**src/mcp_cfg.svh**
```systemverilog
// Constants for the multi-channel PWM output block.
`ifndef MCP_CFG_SVH
`define MCP_CFG_SVH
`define MCP_NCH 8
`define MCP_TW 16
`define MCP_ADR_CTRL 8'h00
`define MCP_ADR_STAT 8'h04
`define MCP_ADR_DOUT 8'h08
`define MCP_TIME_PAGE 3'h1
`define MCP_CTRL_PWM 0
`define MCP_CTRL_ALARM 1
`define MCP_HI_LSB 0
`define MCP_LO_LSB 16
`define MCP_STAT_ACT_LSB 8
`define MCP_STAT_RUN 16
`define MCP_TIME_RST 16'h03e8
`define MCP_TIME_MIN 16'h0005
`define MCP_CLK_NS 4
`define MCP_MS_NS 1000000
`define MCP_MS_CYCLES ((`MCP_MS_NS) / (`MCP_CLK_NS))
`endif

```
**src/mcp_pkg.sv**
```systemverilog
// Types shared by the multi-channel PWM output block.
`include "mcp_cfg.svh"
package mcp_pkg;
	typedef logic [`MCP_TW-1:0] mcp_time_t;
	typedef logic [`MCP_NCH-1:0] mcp_chan_t;
	typedef struct packed {
		logic pwmEn;
		logic alarmEn;
		mcp_chan_t doLevel;
		mcp_time_t [`MCP_NCH-1:0] hiTime;
		mcp_time_t [`MCP_NCH-1:0] loTime;
		mcp_time_t [`MCP_NCH-1:0] cnt;
		mcp_chan_t phase;
		mcp_chan_t out;
		logic ack;
		logic [31:0] rdat;
	} mcp_state_t;
	typedef struct packed {
		logic [31:0] cnt;
		logic tick;
	} mcp_div_t;
endpackage

```
**src/mcp_pwm_out.sv**
```systemverilog
// Multi-channel PWM output generator with a classic Wishbone register slave.
`timescale 1ns/1ps
`include "mcp_cfg.svh"
module mcp_pwm_out #(
	parameter int unsigned TICK_CYCLES = `MCP_MS_CYCLES
) (
	input wire logic core_clk,
	input wire logic sys_rst,
	input wire logic wb_cyc_i,
	input wire logic wb_stb_i,
	input wire logic wb_we_i,
	input wire logic [7:0] wb_adr_i,
	input wire logic [3:0] wb_sel_i,
	input wire logic [31:0] wb_dat_i,
	output logic [31:0] wb_dat_o,
	output logic wb_ack_o,
	input wire logic wdTimeout,
	output mcp_pkg::mcp_chan_t doOut
);
	import mcp_pkg::*;

	localparam mcp_state_t RST_STATE = '{
		pwmEn: 1'b0,
		alarmEn: 1'b0,
		doLevel: '0,
		hiTime: {`MCP_NCH{`MCP_TIME_RST}},
		loTime: {`MCP_NCH{`MCP_TIME_RST}},
		cnt: {`MCP_NCH{`MCP_TIME_RST}},
		phase: '1,
		out: '0,
		ack: 1'b0,
		rdat: '0
	};

	mcp_state_t stQ;
	mcp_state_t stD;
	logic msTick;
	logic running;
	mcp_chan_t chActive;
	logic busReq;
	logic busWrite;
	logic timeSel;
	logic [2:0] timeIdx;

	mcp_tick_div #(
		.CYCLES(TICK_CYCLES)
	) u_tick (
		.core_clk(core_clk),
		.sys_rst(sys_rst),
		.tick(msTick)
	);

	// Merge byte lanes into a 32-bit old value.
	function automatic logic [31:0] laneMerge(input logic [31:0] old, input logic [31:0] nw, input logic [3:0] sel);
		logic [31:0] r;
		r = old;
		for (int b = 0; b < 4; b++) begin
			if (sel[b]) begin
				r[b*8 +: 8] = nw[b*8 +: 8];
			end
		end
		return r;
	endfunction

	// Values 1 to 4 are below the usable range and are raised to the minimum; zero is kept.
	function automatic mcp_time_t timeClamp(input mcp_time_t v);
		if (v != '0 && v < `MCP_TIME_MIN) begin
			return `MCP_TIME_MIN;
		end
		return v;
	endfunction

	assign running = stQ.pwmEn | (stQ.alarmEn & wdTimeout);
	assign busReq = wb_cyc_i & wb_stb_i;
	// Writes land on the edge where the master sees ack, so the master's view and ours agree.
	assign busWrite = busReq & wb_we_i & stQ.ack;
	assign timeSel = (wb_adr_i[7:5] == `MCP_TIME_PAGE);
	assign timeIdx = wb_adr_i[4:2];

	always_comb begin
		logic [31:0] tw;
		tw = '0;
		stD = stQ;
		stD.ack = busReq & ~stQ.ack;
		for (int i = 0; i < `MCP_NCH; i++) begin
			chActive[i] = running && stQ.hiTime[i] != '0 && stQ.loTime[i] != '0;
		end
		stD.rdat = '0;
		if (busReq & ~stQ.ack & ~wb_we_i) begin
			if (timeSel) begin
				stD.rdat[`MCP_HI_LSB +: `MCP_TW] = stQ.hiTime[timeIdx];
				stD.rdat[`MCP_LO_LSB +: `MCP_TW] = stQ.loTime[timeIdx];
			end else begin
				case (wb_adr_i)
					`MCP_ADR_CTRL: begin
						stD.rdat[`MCP_CTRL_PWM] = stQ.pwmEn;
						stD.rdat[`MCP_CTRL_ALARM] = stQ.alarmEn;
					end
					`MCP_ADR_STAT: begin
						stD.rdat[`MCP_NCH-1:0] = stQ.out;
						stD.rdat[`MCP_STAT_ACT_LSB +: `MCP_NCH] = chActive;
						stD.rdat[`MCP_STAT_RUN] = running;
					end
					`MCP_ADR_DOUT: begin
						stD.rdat[`MCP_NCH-1:0] = stQ.doLevel;
					end
					default: begin
						stD.rdat = '0;
					end
				endcase
			end
		end
		if (busWrite) begin
			if (timeSel) begin
				tw[`MCP_HI_LSB +: `MCP_TW] = stQ.hiTime[timeIdx];
				tw[`MCP_LO_LSB +: `MCP_TW] = stQ.loTime[timeIdx];
				tw = laneMerge(tw, wb_dat_i, wb_sel_i);
				stD.hiTime[timeIdx] = timeClamp(tw[`MCP_HI_LSB +: `MCP_TW]);
				stD.loTime[timeIdx] = timeClamp(tw[`MCP_LO_LSB +: `MCP_TW]);
			end else if (wb_adr_i == `MCP_ADR_CTRL && wb_sel_i[0]) begin
				stD.pwmEn = wb_dat_i[`MCP_CTRL_PWM];
				stD.alarmEn = wb_dat_i[`MCP_CTRL_ALARM];
			end else if (wb_adr_i == `MCP_ADR_DOUT && wb_sel_i[0]) begin
				stD.doLevel = wb_dat_i[`MCP_NCH-1:0];
			end
		end
		// A new nonzero time value takes effect at the next phase change, so a period in flight is not cut short.
		for (int i = 0; i < `MCP_NCH; i++) begin
			if (!chActive[i]) begin
				stD.phase[i] = 1'b1;
				// Take a write of this cycle, so a woken channel opens with a full high phase.
				stD.cnt[i] = stD.hiTime[i];
			end else if (msTick) begin
				if (stQ.cnt[i] <= `MCP_TW'(1)) begin
					stD.phase[i] = ~stQ.phase[i];
					stD.cnt[i] = stQ.phase[i] ? stQ.loTime[i] : stQ.hiTime[i];
				end else begin
					stD.cnt[i] = stQ.cnt[i] - `MCP_TW'(1);
				end
			end
			stD.out[i] = chActive[i] ? stD.phase[i] : stQ.doLevel[i];
		end
	end

	always_ff @(posedge core_clk or posedge sys_rst) begin
		if (sys_rst) begin
			stQ <= RST_STATE;
		end else begin
			stQ <= stD;
		end
	end

	assign wb_ack_o = stQ.ack;
	assign wb_dat_o = stQ.rdat;
	assign doOut = stQ.out;

	genvar g;
	for (g = 0; g < `MCP_NCH; g++) begin : gChk

	end
endmodule // mcp_pwm_out

```
**src/mcp_tick_div.sv**
```systemverilog
// Millisecond tick divider: one-cycle enable pulse every CYCLES clocks.
`timescale 1ns/1ps
`include "mcp_cfg.svh"
module mcp_tick_div #(
	parameter int unsigned CYCLES = `MCP_MS_CYCLES
) (
	input wire logic core_clk,
	input wire logic sys_rst,
	output logic tick
);
	import mcp_pkg::*;
	mcp_div_t stQ;
	mcp_div_t stD;
	localparam logic [31:0] LAST = 32'(CYCLES - 1);

	always_comb begin
		stD = stQ;
		stD.tick = (stQ.cnt == LAST);
		stD.cnt = stD.tick ? 32'h0 : stQ.cnt + 32'h1;
	end

	always_ff @(posedge core_clk or posedge sys_rst) begin
		if (sys_rst) begin
			stQ <= '0;
		end else begin
			stQ <= stD;
		end
	end

	assign tick = stQ.tick;
endmodule // mcp_tick_div

```
**config.mk**
```make
export PLATFORM = sky130hd
export DESIGN_NAME = mcp_pwm_out
export DESIGN_NICKNAME = d
export VERILOG_FILES = /design/src/mcp_pkg.sv /design/src/mcp_pwm_out.sv /design/src/mcp_tick_div.sv
export VERILOG_INCLUDE_DIRS = /design/src /design/src/src
export SDC_FILE = /design/constraint.sdc
export NUM_CORES = 2
export LEC_CHECK = 0
export BUFFER_PORTS_ARGS = -buffer_cell sky130_fd_sc_hd__buf_2
export CORE_UTILIZATION = 44
export DETAILED_ROUTE_END_ITERATION = 8
export SYNTH_ARGS = -nofsm -noshare
export SYNTH_HDL_FRONTEND = slang
export SYNTH_SLANG_ARGS = --single-unit
```
**constraint.sdc**
```tcl
create_clock -name core_clk -period 31.4 [get_ports core_clk]
set_input_delay 3.14 -clock core_clk [delete_from_list [all_inputs] [get_ports core_clk]]
set_output_delay 3.14 -clock core_clk [all_outputs]
set_load 0.05 [all_outputs]
```
## After elaboration in Yosys (flattened, before gate mapping)

Index checks and enable logic that the tools add are counted.

- Flip-flop bits (word level): 476
- Output and inout bits: 41
- Word-level logic and storage cells: 234

- Add/sub/neg operators: 9
- Magnitude comparators: 12
- Equality and inequality tests: 12
- Multiplexer cells: 106
- Bitwise gates (word level): 19
- Reduce and logical (&&, ||, !) cells: 43

Operators with widths:

| operator | number |
|---|---|
| two-way mux 16 bit | 43 |
| two-way mux 256 bit | 2 |
| nonzero test 16 bit | 18 |
| bitwise mux 128 bit | 2 |
| less-or-equal comparator 16 x 1 -> 1 bit (second input constant) | 8 |
| subtractor 16 x 1 -> 16 bit (second input constant) | 8 |
| binary-select mux 16 bit (select 3 bit) | 2 |
| two-way mux 32 bit | 3 |
| two-way mux 8 bit | 12 |
| demux 16 bit (select 3 bit) | 1 |
| two-way mux 1 bit | 38 |
| adder 32 x 1 -> 32 bit (second input constant) | 1 |
| equality test 32 x 18 -> 1 bit (second input constant) | 1 |
| < comparator 16 x 3 -> 1 bit (second input constant) | 2 |
| logical AND 1 bit | 21 |
| inequality test 2 x 1 -> 1 bit (second input constant) | 8 |
| NOT 1 bit | 12 |
| one-hot mux 6 bit (2 select lines) | 1 |
| two-way mux 9 bit | 1 |
| equality test 8 x 3 -> 1 bit (second input constant) | 1 |
| equality test 8 x 4 -> 1 bit (second input constant) | 1 |
| logical NOT 8 bit | 1 |
| bitwise AND 1 bit | 6 |
| one-hot mux 2 bit (3 select lines) | 1 |
| 7 further kinds | 7 |

## Longest topological paths before layout

- Word-level depth: 17
- Gate-level depth with buffers: 13

## By module

From an unflattened synthesis, not the netlist that was laid out.

- Cell total of the unflattened synthesis: 2933
- Area total of the unflattened synthesis: 27493.9 µm²

Modules (own cells, without submodules):

| module | times used | cells an instance | area an instance (µm²) |
|---|---|---|---|
| mcp_pwm_out | 1 | 2784 | 25938.6 |
| mcp_tick_div | 1 | 149 | 1555.2 |

## Worst setup path before layout

Ideal clock, no wire load.

- Kind: input to register
- From: input wb_adr_i[4]
- To: register (tool-made name)
- Setup time: 0.125 ns
- Data arrival time: 5.429 ns
- Slack: 25.847 ns
- Stages on the path: 11
- Buffers on the path: 4
- Path through: buf_2 > buf_6 > buf_4 > buf_2 > mux2i_1 > a22oi_1 > a31oi_1 > nand4_1 > and4bb_2 > a31oi_1 > mux2_2

RTL lines:

| item | line | RTL |
|---|---|---|
| start: declaration | mcp_pwm_out.sv:12 | `input wire logic [7:0] wb_adr_i,` |

## Final worst setup path

- From: input wb_adr_i[3]
- To: register stQ[82] (netlist bit)

- Word-level cells in the longest chain between the ends: 17
- Elaborated cells between the ends (all ways): 26
- Classes of those cells: order compare: 3; mux: 20; reduce/logical: 3

Ends and longest elaborated chain:

| item | line | RTL |
|---|---|---|
| binary-select mux 16 bit (select 3 bit) | mcp_pwm_out.sv:115 | `` tw[`MCP_HI_LSB +: `MCP_TW] = stQ.hiTime[timeIdx]; `` |
| two-way mux 16 bit (not written as such) | mcp_pwm_out.sv:115 |  |
| two-way mux 8 bit | mcp_pwm_out.sv:58 | `if (sel[b]) begin` |
| two-way mux 8 bit | mcp_pwm_out.sv:114 | `if (timeSel) begin` |
| two-way mux 8 bit | mcp_pwm_out.sv:113 | `if (busWrite) begin` |
| < comparator 16 x 3 -> 1 bit (no source line) or nonzero test 16 bit (tied branches) | n/a |  |
| logical AND 1 bit (no source line) | n/a |  |
| two-way mux 1 bit | mcp_pwm_out.sv:67 | `` if (v != '0 && v < `MCP_TIME_MIN) begin `` |
| two-way mux 1 bit | mcp_pwm_out.sv:114 |  |
| two-way mux 1 bit | mcp_pwm_out.sv:113 |  |
| two-way mux 16 bit | mcp_pwm_out.sv:70 | `return v;` |
| two-way mux 16 bit | mcp_pwm_out.sv:114 |  |
| two-way mux 16 bit | mcp_pwm_out.sv:113 |  |
| bitwise mux 128 bit (*) | mcp_pwm_out.sv:118 | `` stD.hiTime[timeIdx] = timeClamp(tw[`MCP_HI_LSB +: `MCP_TW]); `` |
| two-way mux 256 bit (*) | mcp_pwm_out.sv:114 |  |
| two-way mux 256 bit (*) | mcp_pwm_out.sv:113 |  |
| two-way mux 16 bit (*) | mcp_pwm_out.sv:129 | `if (!chActive[i]) begin` |
| end signal: assignment | mcp_pwm_out.sv:149 | `stQ <= stD;` |
| end: declaration | mcp_pwm_out.sv:35 | `mcp_state_t stQ;` |

Mark *: on every way between the ends. The rest lies on a longest branch, timed or not. The select of a mux whose other input is x is not followed.
A chain may end at the register's enable or synchronous reset.

==> flow_summary.yaml <==
clocking:
  clock_latency_ns: 0.62
  cts.sinks: 476
  post_cts_buffers: 0
  root_buffer: "clkbuf_16"
  clk_pin_slew_ns: 0.06
  post_cts_resized: 0
  cts-htree-levels: 2
  cts_hold_buf: 0
  cts_tree: "built"
  cts_buffers: 55
  clk_path_buf_depth: 3
global_route:
  grt.overflow.total: 0
  grt_pass1_wl_um: 161000
  antenna_found_initial: 8
  grt_max_degree: 129
  grt_pass1_vias: 23000
  track_usage: 0.348
placement:
  hpwlAfterDp_um: 79500
  place_inst: 3689
  io_buffer_count: 90
  place_congestion: 1.02
setup_path:
  path_class: "input port to flop"
  path_max_fanout: 56
  ff2ff_path_depth: 7
  crit_path_start_kind: "input port"
  cpMostUsedCell: "buf_4"
  end_kind: "flop"
  arrival_ns: 8.22
  r2r-start: "stQ[344]$_DFF_PP1_"
  crit_chain: "buf_4 > buf_4 > nand2_2 > o221ai_1 > a22oi_1 > mux2i_2 > nand3_2 > or4_2 > a41o_1"
  r2r-end: "stQ[82]$_DFFE_PP0P_"
  reg2reg_slack_ns: 27.52
  required_ns: 31.90
  slowest_delay_ns: 1.23
  crit_slowest_cell: "or4_2"
synthesis:
  synth_nets: 3023
  yosysSeqAreaShare: 0.442
  ys_ff_latch: 476
  synth_cell_types: 89
  syn_avg_cell_area_um2: 9.25
  ys_async_sr_fraction: 1.00
  synth_top_area_share: 0.296
  synth-edff-count: 0
  synth_top_area_cell: "dfrtp_1"
  synthCells: 2956
  syn_area_um2: 27400
  yosysWarnings: 0
  synth_most_common_cell: "nand2_1"
  ys_top_cells_by_area: "dfrtp_1, dfstp_2, mux2i_1, nand2_1, nor2_1"
  synth_flop_cell: "dfrtp_1"
  ys_top_cells_by_count: "nand2_1, dfrtp_1, nor2_1"
pwr:
  intPower_mw: 1.13
  switchingPower_uw: 410
  seq_power_share: 0.417
  power_frac_comb: 0.117
  power_frac_clock: 0.466
  power.density_nw_per_um2: 51.1
  swShare: 0.267
  total_power_mw: 1.54
  vdd_drop_max_uv: 42.6
  p_leak_nw: 13.9
timing:
  hold_ws_ns: 0.475
  finalClockSkew_ns: 0.0288
  timing.setup.tns_ns: 0
  relSlewSlack: 0.121
  report.final.setup_viol: 0
  finalCritPeriodShare: 0.246
  final_max_slew_viol_count: 0
  grt_setup_unrepaired: "false"
  fmax_ghz: 0.130
  hold_violations: 0
  tightestPinTransition_ns: 1.31
  fin_crit_ns: 7.72
floorplan:
  core_area_um2: 61600
  die-area_um2: 63200
  start_util: 0.444
  fp-row-count: 91
  ioPinCount: 91
  die_x_um: 251
  dieHeight_um: 251
route:
  drt_iter0_markers: 2866
  avgRoutedWirePerCell_um: 29.2
  routed_wl_um: 111000
  drtAntennaViolNets: 0
  dr.pass1.iters: 8
  dr_total_vias: 24500
  vias_per_cell: 6.45
  drc: 0
worst_hold_path:
  hold_path.startpoint: "u_tick.stQ[32]$_DFF_PP0_"
  min_path_cells: 1
  min-delay-path-class: "flop to flop"
  min_to: "u_tick.stQ[32]$_DFF_PP0_"
cells_and_area:
  fillers: 5772
  finalCoreUtilization: 0.488
  nets: 2976
  area_delta_synth_final_pct: 9.98
  stdcell_count: 3795
  drive_gt1_frac: 0.180
run_status:
  status: "complete, no violations"
run:
  maxCapViolations: 0
[layer usage]
| layer | global-route usage | routed length, µm | up-vias |
|---|---|---|---|
| met2 | 0.507 | 47000 | 1385 |
| met1 | 0.490 | 46600 | 12100 |
| met3 | 0.0838 | 11500 | 299 |
| met4 | 0.154 | 5630 | 2 |
| met5 | 0 | 15 | - |
| li1 | - | - | 10700 |
[worst max-delay path, delay by kind of cell]
family                 cells  cell delay (ns)
AO/OA/AOI/OAI              3             0.96
AND/OR/NAND/NOR            3             1.87
multiplexers               1             0.82
buffers and inverters      2             1.32
[cell families after synthesis]
group,after synthesis,share of synthesized area
buffers and inverters,295,0.0522
xor gates and xnor gates,74,0.0237
DFF,476,0.442
muxes,282,0.113
and+or+nand+nor,975,0.166
AOI/OAI and AO/OA,837,0.196
adders and majority gates,17,0.00778
[layout by cell type, fill, tap and decap left out, drive strengths merged, types with 17 or more instances in the layout]
| cell | n |
|---|---|
| nand2 | 327 |
| dfrtp | 324 |
| nor2 | 299 |
| o21ai | 221 |
| a21oi | 202 |
| mux2i | 170 |
| dfstp | 152 |
| buf | 137 |
| mux2 | 104 |
| nor4 | 92 |
| clkbuf | 84 |
| o22ai | 59 |
| nor3 | 55 |
| inv | 52 |
| a211oi | 48 |
| a21o | 46 |
| a22oi | 43 |
| xor2 | 42 |
| nand3 | 42 |
| a31oi | 40 |
| xnor2 | 32 |
| nand4 | 27 |
| or4 | 27 |
| and3 | 25 |
| a22o | 22 |
| ha | 17 |
[worst max path at each step]
stage                start                         end  slack [ns]
2_1_floorplan      sys_rst  asynchronous set/reset pin       15.23
3_3_place_gp   wb_adr_i[3]         stQ[66]$_DFFE_PP0P_       23.32
3_5_place_dp   wb_adr_i[3]          stQ[322]$_DFF_PP0_       23.23
4_1_cts        wb_adr_i[3]         stQ[66]$_DFFE_PP0P_       23.88
5_1_grt        wb_adr_i[3]         stQ[50]$_DFFE_PP0P_       23.58
6_report       wb_adr_i[3]         stQ[82]$_DFFE_PP0P_       23.68
[stage by stage]
step                worst slack, ns  area [µm²]
detailed placement            23.23       28100
CTS                           23.88       30100
global placement              23.32       28100
finish                        23.68       30100
floorplan                     15.23       27400
global route                  23.58       30100
[final cells by class]
cell class	count	area [µm²]	area share
clock buffers	84	1660	0.0551
repair buffers	137	806	0.0268
inverters	54	211	0.00703
flip-flops and latches	476	12100	0.402
diodes	3	7.51	0.000250
well taps	837	1050	0.0348
multi-input cells	2185	13900	0.462
clock inverters	19	354	0.0118
[power by group through the flow]
stage	sequential [mW]	combinational, mW	clock, mW
after CTS	0.639	0.176	0.723
after detailed placement	0.650	0.175	0
after global routing	0.640	0.194	0.748
final	0.640	0.180	0.716
after global placement	0.650	0.173	0
after floorplan	0.642	0.122	0
Note: power is estimated with default switching activity, not from simulation.
